$ cat config.mk
export PLATFORM = sky130hd
export DESIGN_NAME = aimc_core
export DESIGN_NICKNAME = d
export VERILOG_FILES = /design/src/include/aimc_pkg.sv /design/src/core/aimc_core.sv /design/src/core/aimc_fifo.sv
export SDC_FILE = /design/constraint.sdc
export NUM_CORES = 2
export LEC_CHECK = 0
export BUFFER_PORTS_ARGS = -buffer_cell sky130_fd_sc_hd__buf_2
export CAP_MARGIN = 20
export CORE_MARGIN = 4
export CORE_UTILIZATION = 38
export DETAILED_ROUTE_END_ITERATION = 10
export GPL_TIMING_DRIVEN = 0
export PLACE_DENSITY = 0.6
export SYNTH_ARGS = -nofsm -noshare
export SYNTH_HDL_FRONTEND = slang
export SYNTH_SLANG_ARGS = --single-unit
$ cat constraint.sdc
create_clock -name ref_clk -period 26.4 [get_ports ref_clk]
set_input_delay 2.64 -clock ref_clk [delete_from_list [all_inputs] [get_ports ref_clk]]
set_output_delay 2.64 -clock ref_clk [all_outputs]
set_load 0.01 [all_outputs]
$ cat src/include/aimc_pkg.sv
// Overview of operation
// - Exactly one of two serial inputs is routed onward, chosen by host setting.
// - The receiver turns the chosen input into one internal mono sample stream.
// - A programmable high-pass stage removes DC before the volume stage.
// - Volume applies gain up to about +12 dB, set by host or compressor.
// - A single equalizer gain follows volume; a single tone gain follows equalizer.
// - Power limiter caps output, 0 dB down to about -90 dB in about 6 dB steps.
// - Modulator turns samples into a three-level PWM signal for the bridge.
// - Internal timing derives from ref_clk; bit clocks are only sampled by the receiver.
// - Three operating modes exist, selected by the host.
// - Power-down keeps PWM outputs disabled with control still working.
// - Off mode keeps the amplifier off and PWM disabled, bias active.
// - Amplifier mode drives the differential output from the selected input.
// - After amplifier mode is chosen and turn-on delay passes, soft un-mute ramps.
// - Writing mode zero causes a soft mute ramp, not an abrupt cut.
// - Receiver accepts I2S-family and PCM framings; format field picks variant.
// - For PCM the slot count is measured from bit clocks per frame sync.
// - Two address-select inputs choose the control slave address.
// - Input toggle: mute 128/fs, go off, swap input, return, unmute.
// - Per-interface channel select: left, right, or half their sum.
package aimc_pkg;
    typedef enum logic [1:0] {
        AIMC_MODE_PDN, AIMC_MODE_OFF, AIMC_MODE_AMP, AIMC_MODE_RSV
    } aimc_mode_e;
    localparam logic [1:0] AIMC_FMT_I2S = 2'h0;
    localparam logic [1:0] AIMC_FMT_MSBJ = 2'h1;
    localparam logic [1:0] AIMC_FMT_LSBJ = 2'h2;
    localparam logic [1:0] AIMC_FMT_PCM = 2'h3;
    localparam logic [1:0] AIMC_MONO_L = 2'h0;
    localparam logic [1:0] AIMC_MONO_R = 2'h1;
    localparam logic [1:0] AIMC_MONO_SUM = 2'h2;
    localparam int AIMC_SW_MUTE_FS = 128;
    localparam int AIMC_RAMP_STEP = 16'h0100;
    localparam logic [15:0] AIMC_UNITY = 16'h4000;
    localparam logic [8:0] AIMC_LIM_MAX = 9'h0F8;
    localparam int AIMC_TON_NS = 1000;
    localparam int AIMC_CLK_NS = 20;
    localparam int AIMC_TON_CYC = (AIMC_TON_NS + AIMC_CLK_NS - 1) / AIMC_CLK_NS;
    localparam int AIMC_PWM_BITS = 8;
    localparam logic [1:0] AIMC_ADDR_BASE = 2'h0;
endpackage

$ cat src/core/aimc_core.sv
`timescale 1ns/1ps
`default_nettype none
module aimc_core
    import aimc_pkg::*;
#(
    parameter int SW = 16,
    parameter int FIFO_DEPTH = 16
) (
    // Clock and reset
    input wire logic ref_clk,
    input wire logic arst_n,
    // Serial input A
    input wire logic serial_data_in_a,
    input wire logic bit_clock_in_a,
    input wire logic word_select_in_a,
    // Serial input B
    input wire logic serial_data_in_b,
    input wire logic bit_clock_in_b,
    input wire logic word_select_in_b,
    // Address straps
    input wire logic addr_select_in_a,
    input wire logic addr_select_in_b,
    // Control
    input wire logic power_on_enable,
    input wire logic [1:0] operating_mode_sel,
    input wire logic input_sel,
    input wire logic [1:0] format_a,
    input wire logic [1:0] format_b,
    input wire logic [1:0] mono_sel_a,
    input wire logic [1:0] mono_sel_b,
    input wire logic [11:0] hp_coef,
    input wire logic [15:0] volume_gain,
    input wire logic compressor_en,
    input wire logic [15:0] compressor_gain,
    input wire logic [15:0] eq_gain,
    input wire logic [15:0] tone_gain,
    input wire logic [8:0] limit_level,
    // Status
    output logic [1:0] slave_addr,
    output aimc_mode_e mode_state,
    output logic [4:0] pcm_slots,
    output logic input_active,
    // Bridge outputs
    output logic bridge_out_pos,
    output logic bridge_out_neg,
    output logic pwm_enable
);
    typedef enum logic [2:0] {
        AIMC_ST_PDN, AIMC_ST_TON, AIMC_ST_RUN, AIMC_ST_MUTE, AIMC_ST_SWAP
    } aimc_state_e;

    function automatic logic signed [SW-1:0] gmul(
        input logic signed [SW-1:0] s, input logic [15:0] g);
        logic signed [SW+16:0] p;
        p = s * $signed({1'b0, g});
        return p[SW+13:14];
    endfunction

    // Three-stage synchronisers
    logic [2:0] sck_a, sck_b, ws_a, ws_b, sd_a, sd_b;
    always_ff @(posedge ref_clk or negedge arst_n) begin
        if (!arst_n) begin
            sck_a <= '0;
            sck_b <= '0;
            ws_a <= '0;
            ws_b <= '0;
            sd_a <= '0;
            sd_b <= '0;
        end else begin
            sck_a <= {sck_a[1:0], bit_clock_in_a};
            sck_b <= {sck_b[1:0], bit_clock_in_b};
            ws_a <= {ws_a[1:0], word_select_in_a};
            ws_b <= {ws_b[1:0], word_select_in_b};
            sd_a <= {sd_a[1:0], serial_data_in_a};
            sd_b <= {sd_b[1:0], serial_data_in_b};
        end
    end

    // Strap capture after reset release
    logic strap_done;
    always_ff @(posedge ref_clk or negedge arst_n) begin
        if (!arst_n) begin
            strap_done <= 1'b0;
            slave_addr <= AIMC_ADDR_BASE;
        end else if (!strap_done) begin
            strap_done <= 1'b1;
            slave_addr <= {addr_select_in_b, addr_select_in_a};
        end
    end

    // Input multiplexer: only the active port's sampled lines go on
    logic sel;
    logic sck_s, sck_p, ws_s, sd_s;
    logic [1:0] fmt, mono;
    assign sck_s = sel ? sck_b[2] : sck_a[2];
    assign sck_p = sel ? sck_b[1] : sck_a[1];
    assign ws_s = sel ? ws_b[2] : ws_a[2];
    assign sd_s = sel ? sd_b[2] : sd_a[2];
    assign fmt = sel ? format_b : format_a;
    assign mono = sel ? mono_sel_b : mono_sel_a;

    // Bit clock edge: stages two and three agree on the new level
    logic sck_q, ws_q;
    logic bit_tick, frame_tick;
    assign bit_tick = sck_p && sck_s && !sck_q;
    // Word select is compared bit to bit, not clock to clock
    assign frame_tick = bit_tick && (ws_s != ws_q);
    always_ff @(posedge ref_clk or negedge arst_n) begin
        if (!arst_n) begin
            sck_q <= 1'b0;
        end else begin
            sck_q <= sck_s;
        end
    end
    always_ff @(posedge ref_clk or negedge arst_n) begin
        if (!arst_n) begin
            ws_q <= 1'b0;
        end else if (bit_tick) begin
            ws_q <= ws_s;
        end
    end

    // Receiver shift register
    logic [31:0] shreg;
    logic [5:0] bitcnt;
    logic signed [SW-1:0] left, right;
    logic word_done;
    logic [7:0] pcm_bits;
    logic [8:0] pcm_len;
    assign pcm_len = {1'b0, pcm_bits} + 9'h001;
    always_ff @(posedge ref_clk or negedge arst_n) begin
        if (!arst_n) begin
            shreg <= '0;
            bitcnt <= '0;
            left <= '0;
            right <= '0;
            word_done <= 1'b0;
            pcm_bits <= '0;
            pcm_slots <= '0;
        end else begin
            word_done <= 1'b0;
            if (bit_tick) begin
                shreg <= {shreg[30:0], sd_s};
                bitcnt <= frame_tick ? 6'h00 : bitcnt + 6'h01;
                if (fmt == AIMC_FMT_PCM) begin
                    // Frame runs sync to sync, counted in 8-bit slots
                    pcm_bits <= pcm_bits + 8'h01;
                    if (frame_tick && ws_s) begin
                        pcm_bits <= 8'h00;
                        pcm_slots <= 5'(pcm_len[8:3]);
                        left <= shreg[SW-1:0];
                        right <= shreg[SW-1:0];
                        word_done <= 1'b1;
                    end
                end else if (frame_tick) begin
                    // Left sits while word select is low
                    if (fmt == AIMC_FMT_I2S) begin
                        // The bit beside the word select change is the LSB
                        if (ws_s) left <= {shreg[SW-2:0], sd_s};
                        else right <= {shreg[SW-2:0], sd_s};
                    end else if (fmt == AIMC_FMT_MSBJ) begin
                        if (ws_s) left <= shreg[bitcnt -: SW];
                        else right <= shreg[bitcnt -: SW];
                    end else begin
                        if (ws_s) left <= shreg[SW-1:0];
                        else right <= shreg[SW-1:0];
                    end
                    word_done <= !ws_s;
                end
            end
        end
    end

    // Mono down-mix
    logic signed [SW-1:0] mono_sample;
    logic signed [SW:0] mix_sum;
    assign mix_sum = {left[SW-1], left} + {right[SW-1], right};
    always_comb begin
        case (mono)
            AIMC_MONO_L: mono_sample = left;
            AIMC_MONO_R: mono_sample = right;
            AIMC_MONO_SUM: mono_sample = mix_sum[SW:1];
            default: mono_sample = left;
        endcase
    end

    // Sample FIFO decouples receiver from the processing chain
    logic fifo_in_ready, fifo_valid, fifo_take;
    logic [SW-1:0] fifo_data;
    aimc_fifo #(.WIDTH(SW), .DEPTH(FIFO_DEPTH)) u_fifo (
        .ref_clk(ref_clk),
        .arst_n(arst_n),
        .in_valid(word_done),
        .in_ready(fifo_in_ready),
        .in_data(mono_sample),
        .out_valid(fifo_valid),
        .out_ready(fifo_take),
        .out_data(fifo_data)
    );
    fifo_room_a: assert property (@(posedge ref_clk) disable iff (!arst_n)
        word_done |-> fifo_in_ready)
        else $error("Sample arrived with the FIFO full");

    // Mode controller
    aimc_state_e st;
    logic [15:0] tcnt;
    logic [7:0] mute_cnt;
    logic [15:0] mute_gain;
    logic sel_req;
    always_ff @(posedge ref_clk or negedge arst_n) begin
        if (!arst_n) begin
            st <= AIMC_ST_PDN;
            tcnt <= '0;
            mute_cnt <= '0;
            sel <= 1'b0;
            mode_state <= AIMC_MODE_PDN;
        end else begin
            case (st)
                AIMC_ST_PDN: begin
                    mode_state <= AIMC_MODE_PDN;
                    if (power_on_enable &&
                        operating_mode_sel == 2'(AIMC_MODE_AMP)) begin
                        st <= AIMC_ST_TON;
                        tcnt <= '0;
                    end else if (power_on_enable &&
                        operating_mode_sel == 2'(AIMC_MODE_OFF)) begin
                        mode_state <= AIMC_MODE_OFF;
                    end
                end
                AIMC_ST_TON: begin
                    mode_state <= AIMC_MODE_AMP;
                    tcnt <= tcnt + 16'h0001;
                    if (tcnt == 16'(AIMC_TON_CYC - 1)) begin
                        st <= AIMC_ST_RUN;
                    end
                end
                AIMC_ST_RUN: begin
                    mode_state <= AIMC_MODE_AMP;
                    if (!power_on_enable ||
                        operating_mode_sel != 2'(AIMC_MODE_AMP)) begin
                        st <= AIMC_ST_MUTE;
                        mute_cnt <= '0;
                    end else if (sel_req != sel) begin
                        st <= AIMC_ST_SWAP;
                        mute_cnt <= '0;
                    end
                end
                AIMC_ST_MUTE: begin
                    if (mute_gain == 16'h0000) begin
                        st <= AIMC_ST_PDN;
                    end
                end
                AIMC_ST_SWAP: begin
                    if (fifo_take) begin
                        mute_cnt <= mute_cnt + 8'h01;
                    end
                    if (mute_cnt == 8'(AIMC_SW_MUTE_FS - 1) && fifo_take) begin
                        mode_state <= AIMC_MODE_OFF;
                        sel <= sel_req;
                        st <= AIMC_ST_TON;
                        tcnt <= '0;
                    end
                end
                default: st <= AIMC_ST_PDN;
            endcase
        end
    end
    assign sel_req = input_sel;
    assign input_active = sel;

    // Soft mute ramp, one step per sample
    logic ramp_up;
    assign ramp_up = (st == AIMC_ST_RUN);
    always_ff @(posedge ref_clk or negedge arst_n) begin
        if (!arst_n) begin
            mute_gain <= '0;
        end else if (st == AIMC_ST_PDN || st == AIMC_ST_TON) begin
            mute_gain <= '0;
        end else if (fifo_take) begin
            if (ramp_up && mute_gain < AIMC_UNITY) begin
                mute_gain <= mute_gain + 16'(AIMC_RAMP_STEP);
            end else if (!ramp_up && mute_gain != 16'h0000) begin
                mute_gain <= (mute_gain > 16'(AIMC_RAMP_STEP)) ?
                    mute_gain - 16'(AIMC_RAMP_STEP) : 16'h0000;
            end
        end
    end

    // Processing chain, one sample per PWM period
    logic [AIMC_PWM_BITS-1:0] pwm_cnt;
    assign fifo_take = fifo_valid && (pwm_cnt == '1);
    logic signed [SW-1:0] hp_y, hp_xd, s_vol, s_eq, s_tone, s_lim, s_out;
    logic signed [SW+12:0] hp_acc;
    logic signed [SW-1:0] lim_pos;
    assign hp_acc = (hp_y * $signed({1'b0, 13'h1000 - {1'b0, hp_coef}}));
    always_ff @(posedge ref_clk or negedge arst_n) begin
        if (!arst_n) begin
            hp_y <= '0;
            hp_xd <= '0;
            s_out <= '0;
        end else if (fifo_take) begin
            hp_xd <= $signed(fifo_data);
            hp_y <= $signed(fifo_data) - hp_xd + hp_acc[SW+11:12];
            s_out <= gmul(s_lim, mute_gain);
        end
    end
    assign s_vol = gmul(hp_y, compressor_en ? compressor_gain
                                            : volume_gain);
    assign s_eq = gmul(s_vol, eq_gain);
    assign s_tone = gmul(s_eq, tone_gain);
    logic [8:0] lim_cl;
    assign lim_cl = (limit_level > AIMC_LIM_MAX) ? AIMC_LIM_MAX : limit_level;
    assign lim_pos = $signed({1'b0, {(SW-1){1'b1}}}) >>> lim_cl[8:4];
    assign s_lim = (s_tone > lim_pos) ? lim_pos :
                   (s_tone < -lim_pos) ? -lim_pos : s_tone;

    // Three-level PWM: one leg pulses per sign, both low for zero
    logic [AIMC_PWM_BITS-1:0] duty;
    logic [SW-1:0] s_mag;
    assign s_mag = s_out[SW-1] ? -s_out : s_out;
    assign duty = s_mag[SW-2 -: AIMC_PWM_BITS];
    assign pwm_enable = (st != AIMC_ST_PDN) && (mode_state == AIMC_MODE_AMP);
    always_ff @(posedge ref_clk or negedge arst_n) begin
        if (!arst_n) begin
            pwm_cnt <= '0;
            bridge_out_pos <= 1'b0;
            bridge_out_neg <= 1'b0;
        end else begin
            pwm_cnt <= pwm_cnt + 1'b1;
            bridge_out_pos <= pwm_enable && !s_out[SW-1] &&
                (pwm_cnt < duty);
            bridge_out_neg <= pwm_enable && s_out[SW-1] &&
                (pwm_cnt < duty);
        end
    end

    pwm_off_pdn_a: assert property (@(posedge ref_clk) disable iff (!arst_n)
        st == AIMC_ST_PDN |=> !bridge_out_pos && !bridge_out_neg)
        else $error("Bridge switching in power-down");
    never_both_a: assert property (@(posedge ref_clk) disable iff (!arst_n)
        !(bridge_out_pos && bridge_out_neg))
        else $error("Both bridge legs high");
    mode_needs_pwr_a: assert property (@(posedge ref_clk) disable iff (!arst_n)
        $rose(st == AIMC_ST_TON) && $past(st) == AIMC_ST_PDN
        |-> $past(power_on_enable))
        else $error("Mode taken without power-up bit");
    sel_stable_a: assert property (@(posedge ref_clk) disable iff (!arst_n)
        $changed(sel) |-> $past(st) == AIMC_ST_SWAP)
        else $error("Input swapped outside the swap sequence");
    ton_len_a: assert property (@(posedge ref_clk) disable iff (!arst_n)
        $rose(st == AIMC_ST_TON) |-> (st == AIMC_ST_TON)[*8])
        else $error("Turn-on delay cut short");
    mute_ramp_a: assert property (@(posedge ref_clk) disable iff (!arst_n)
        st == AIMC_ST_MUTE && fifo_take && mute_gain != 0
        |=> mute_gain < $past(mute_gain))
        else $error("Mute ramp not falling");
    unmute_ramp_a: assert property (@(posedge ref_clk) disable iff (!arst_n)
        st == AIMC_ST_RUN && fifo_take && mute_gain < AIMC_UNITY
        |=> mute_gain > $past(mute_gain))
        else $error("Un-mute ramp not rising");
    limit_cap_a: assert property (@(posedge ref_clk) disable iff (!arst_n)
        s_lim <= lim_pos && s_lim >= -lim_pos)
        else $error("Limiter exceeded");
    reset_pdn_a: assert property (@(posedge ref_clk)
        $rose(arst_n) |-> mode_state == AIMC_MODE_PDN)
        else $error("Not in power-down after reset");
endmodule
`default_nettype wire

$ cat src/core/aimc_fifo.sv
`timescale 1ns/1ps
`default_nettype none
module aimc_fifo #(
    parameter int WIDTH = 16,
    parameter int DEPTH = 16
) (
    // Clock and reset
    input wire logic ref_clk,
    input wire logic arst_n,
    // Fill side
    input wire logic in_valid,
    output logic in_ready,
    input wire logic [WIDTH-1:0] in_data,
    // Drain side
    output logic out_valid,
    input wire logic out_ready,
    output logic [WIDTH-1:0] out_data
);
    localparam int AW = $clog2(DEPTH);
    logic [WIDTH-1:0] mem [DEPTH];
    logic [AW:0] wr_ptr;
    logic [AW:0] rd_ptr;
    logic full;
    logic empty;

    assign full = (wr_ptr[AW] != rd_ptr[AW]) &&
        (wr_ptr[AW-1:0] == rd_ptr[AW-1:0]);
    assign empty = (wr_ptr == rd_ptr);
    assign in_ready = !full;
    assign out_valid = !empty;
    assign out_data = mem[rd_ptr[AW-1:0]];

    always_ff @(posedge ref_clk) begin
        if (in_valid && !full) begin
            mem[wr_ptr[AW-1:0]] <= in_data;
        end
    end

    always_ff @(posedge ref_clk or negedge arst_n) begin
        if (!arst_n) begin
            wr_ptr <= '0;
        end else if (in_valid && !full) begin
            wr_ptr <= wr_ptr + 1'b1;
        end
    end

    always_ff @(posedge ref_clk or negedge arst_n) begin
        if (!arst_n) begin
            rd_ptr <= '0;
        end else if (out_ready && !empty) begin
            rd_ptr <= rd_ptr + 1'b1;
        end
    end

    fifo_no_overflow_a: assert property (@(posedge ref_clk) disable iff
        (!arst_n) full |-> ##1 (wr_ptr == $past(wr_ptr)) || !full)
        else $error("FIFO pointer moved while full");
endmodule
`default_nettype wire

==> impl_metrics.py <==
metrics = {
    "worst_hold_path": {
        "min_to": "sck_a[1]$_DFF_PN0_",
        "min_path_type": "flip-flop to flip-flop",
        "hold_path_depth": 0,
        "worstHoldStart": "sck_a[0]$_DFF_PN0_",
    },
    "clock_network": {
        "cts_max_level": 2,
        "path_clk_slew_ns": 0.06,
        "clockBufferDepth": 3,
        "cts.sinks": 469,
        "holdBufCountCts": 0,
        "cts_tree": "built",
        "numCtsBuffers": 52,
        "root_buffer": "clkbuf_16",
        "insertion_delay_ns": 0.63,
    },
    "place": {
        "post-dp-hpwl_um": 127200,
        "gp_congestion": 0.9172,
        "portBuffers": 112,
    },
    "final_layout": {
        "final_core_util_pct": 43.42,
        "drive_gt1_share_pct": 11.72,
        "nFillCells": 15790,
        "antenna_cells": 0,
        "area_delta_synth_final_pct": 13.39,
        "nNetsFinal": 8305,
    },
    "drt": {
        "dr.pass1.iters": 8,
        "wl_um": 162000,
        "vias": 44980,
        "drc": 0,
        "wl_per_cell_um": 18.17,
        "via_per_inst": 5.044,
        "final_antenna_net_count": 0,
        "dr.first_iter.drc_count": 2790,
    },
    "grt": {
        "antenna_found_initial": 3,
        "grt_pass1_wl_um": 261800,
        "grt_pass1_vias": 47840,
        "grt.total_usage_pct": 19.25,
        "overflow": 0,
        "grt_max_degree": 95,
    },
    "status": {
        "violations": "setup timing",
        "status": "finished, violations left",
    },
    "sta": {
        "fin_crit_sh_pct": 107.8,
        "tightest_slew_ns": 1.143,
        "setup_ws_ns": -2.059,
        "hold_violations": 0,
        "min_period_ns": 28.46,
        "drv_slew": 0,
        "fin_skew_ns": 0.03144,
        "relSlewSlack_pct": 23.83,
        "setup_violations": 16,
        "fmax_mhz": 35.14,
        "rsz0062_at_grt": "yes",
    },
    "synthesis": {
        "ys_warn_count": 0,
        "syn_inst": 6311,
        "seq_area_frac_synth_pct": 20.86,
        "synth_async_sr_flop_share_pct": 45.42,
        "yosys-top-cells-area": "fa_1 (30%), edfxtp_1 (12%), ha_1 (11%)",
        "ys_top_cells_by_count": "inv_1 (1212), fa_1 (933), nand2_1 (840), ha_1 (567), and2_1 (507)",
        "synth-main-ff-cell": "edfxtp_1",
        "ys_seq_elements": 469,
        "syn_area_per_cell_sq_um": 9.886,
        "synth_most_common_cell": "inv_1",
        "synthDistinctLibCells": 89,
        "synth_area_sq_um": 62390,
        "synth_top_area_share_pct": 29.94,
        "synth_top_cell_by_area": "fa_1",
        "synth-edff-count": 256,
    },
    "setup_path": {
        "start_kind": "input port",
        "path_common_cell": "fa_1",
        "critPathMaxStageDelay_ns": 0.57,
        "worstPathMaxFanout": 10,
        "regToRegEndpoint": "s_out[15]$_DFFE_PN0P_",
        "worstSetupPathType": "input port to flip-flop",
        "r2r_start": "hp_y[9]$_DFFE_PN0P_",
        "crit_arrival_ns": 29.00,
        "r2r_cells": 112,
        "critPathSlowestCell": "fa_2",
        "end_kind": "flip-flop",
        "crit_required_ns": 26.94,
        "r2r_slack_ns": -1.00,
    },
    "floorplanning": {
        "coreArea_sq_um": 163000,
        "die_x_um": 413.2,
        "die-area_sq_um": 170700,
        "rows": 148,
        "initial_utilization_pct": 38.29,
        "ios": 121,
        "die_y_um": 413.2,
    },
    "job": {
        "drv_cap": 0,
    },
}
-- cell families after synthesis --
group | Yosys count | synth area share [%]
other cells | 2 | 0.01204
xor+xnor | 174 | 2.489
flops | 469 | 20.86
simple gates | 1875 | 14.53
fa+ha+maj | 1500 | 41.31
mux | 193 | 5.420
compound gates | 626 | 6.477
buf+inv | 1472 | 8.898
-- layer usage --
layer	routed length, um	global-route usage, %	up-vias
met4	4792	5.032	0
met1	69950	26.13	22910
li1	-	-	20640
met3	8289	1.986	245
met5	0	0	-
met2	78970	32.94	1182
-- per-stage QoR --
step | hold WS [ns] | cells | setup WS, ns | instance area [sq um] | TNS (ns)
floorplan | 0.3312 | 6371 | -1.305 | 63040 | -6.064
global placement | 0.3318 | 8658 | -5.180 | 66320 | -63.20
detailed placement | 0.3347 | 8666 | -5.325 | 66440 | -65.71
CTS | 0.3479 | 8865 | -2.383 | 70050 | -24.65
global route | 0.3571 | 8916 | -2.835 | 70750 | -33.39
finish | 0.3464 | 8916 | -2.059 | 70750 | -20.59
-- cell usage in the layout, fill, tap and decap left out, types with 48 or more instances in the layout --
| master | netlist | routed |
|---|---|---|
| buf_4 | 0 | 118 |
| mux4_2 | 104 | 104 |
| ha_1 | 567 | 545 |
| edfxtp_1 | 256 | 256 |
| nor3_1 | 54 | 48 |
| conb_1 | 2 | 62 |
| fa_1 | 933 | 921 |
| nor2_1 | 199 | 179 |
| xnor2_1 | 122 | 106 |
| a21oi_1 | 173 | 154 |
| and2_1 | 507 | 496 |
| clkbuf_1 | 237 | 199 |
| dfrtp_1 | 213 | 213 |
| o21ai_0 | 174 | 157 |
| buf_2 | 0 | 114 |
| inv_1 | 1212 | 1187 |
| nand2_1 | 840 | 834 |
| clkbuf_16 | 0 | 58 |
-- worst max-delay path by stage --
stage          slack, ns           from               endpoint  cells after the start
2_1_floorplan      -1.31  compressor_en  s_out[15]$_DFFE_PN0P_                    113
3_3_place_gp       -5.18  compressor_en  s_out[15]$_DFFE_PN0P_                    100
3_5_place_dp       -5.33  compressor_en  s_out[15]$_DFFE_PN0P_                    100
4_1_cts            -2.38  compressor_en  s_out[15]$_DFFE_PN0P_                    111
5_1_grt            -2.84  compressor_en  s_out[15]$_DFFE_PN0P_                    114
6_report           -2.06  compressor_en  s_out[15]$_DFFE_PN0P_                    113
-- timing repair --
item	4_1_cts	5_1_grt
setup buffers	100	45
pin swaps	85	77
setup endpoints to repair	16	16
endpoints found under the hold margin	0	0
gates resized for setup	208	104
gates cloned	3	0
-- worst max-delay path: cells and delay by family --
kind                       cells  cell delay (ns)
adders and majority gates     29            13.00
AOI/OAI and AO/OA             33             6.90
and+or+nand+nor               18             2.89
buffers and inverters         29             2.53
xor gates and xnor gates       3             0.60
muxes                          1             0.37
-- state kept, by name, summed over array words and instances, names as in the netlist, 16 cells and up --
name	count
u_fifo.mem	256
tcnt	16
left	16
shreg	32
s_out	16
hp_xd	16
right	16
hp_y	16
-- cell type report --
class                      count  area, sq um  area share (%)
inverter                    1215         4563           6.450
buffer                       256         1326           1.875
multi-input combinational   4430        45220           63.91
clock inverter                37        439.2          0.6208
tap                         2175         2721           3.847
sequential                   469        13020           18.40
clock buffer                  61         1365           1.929
timing repair buffer         273         2100           2.968
Power is left out: the tool's default activity adds up to more than one toggle a clock period on the data nets, which glitch-free logic cannot reach.
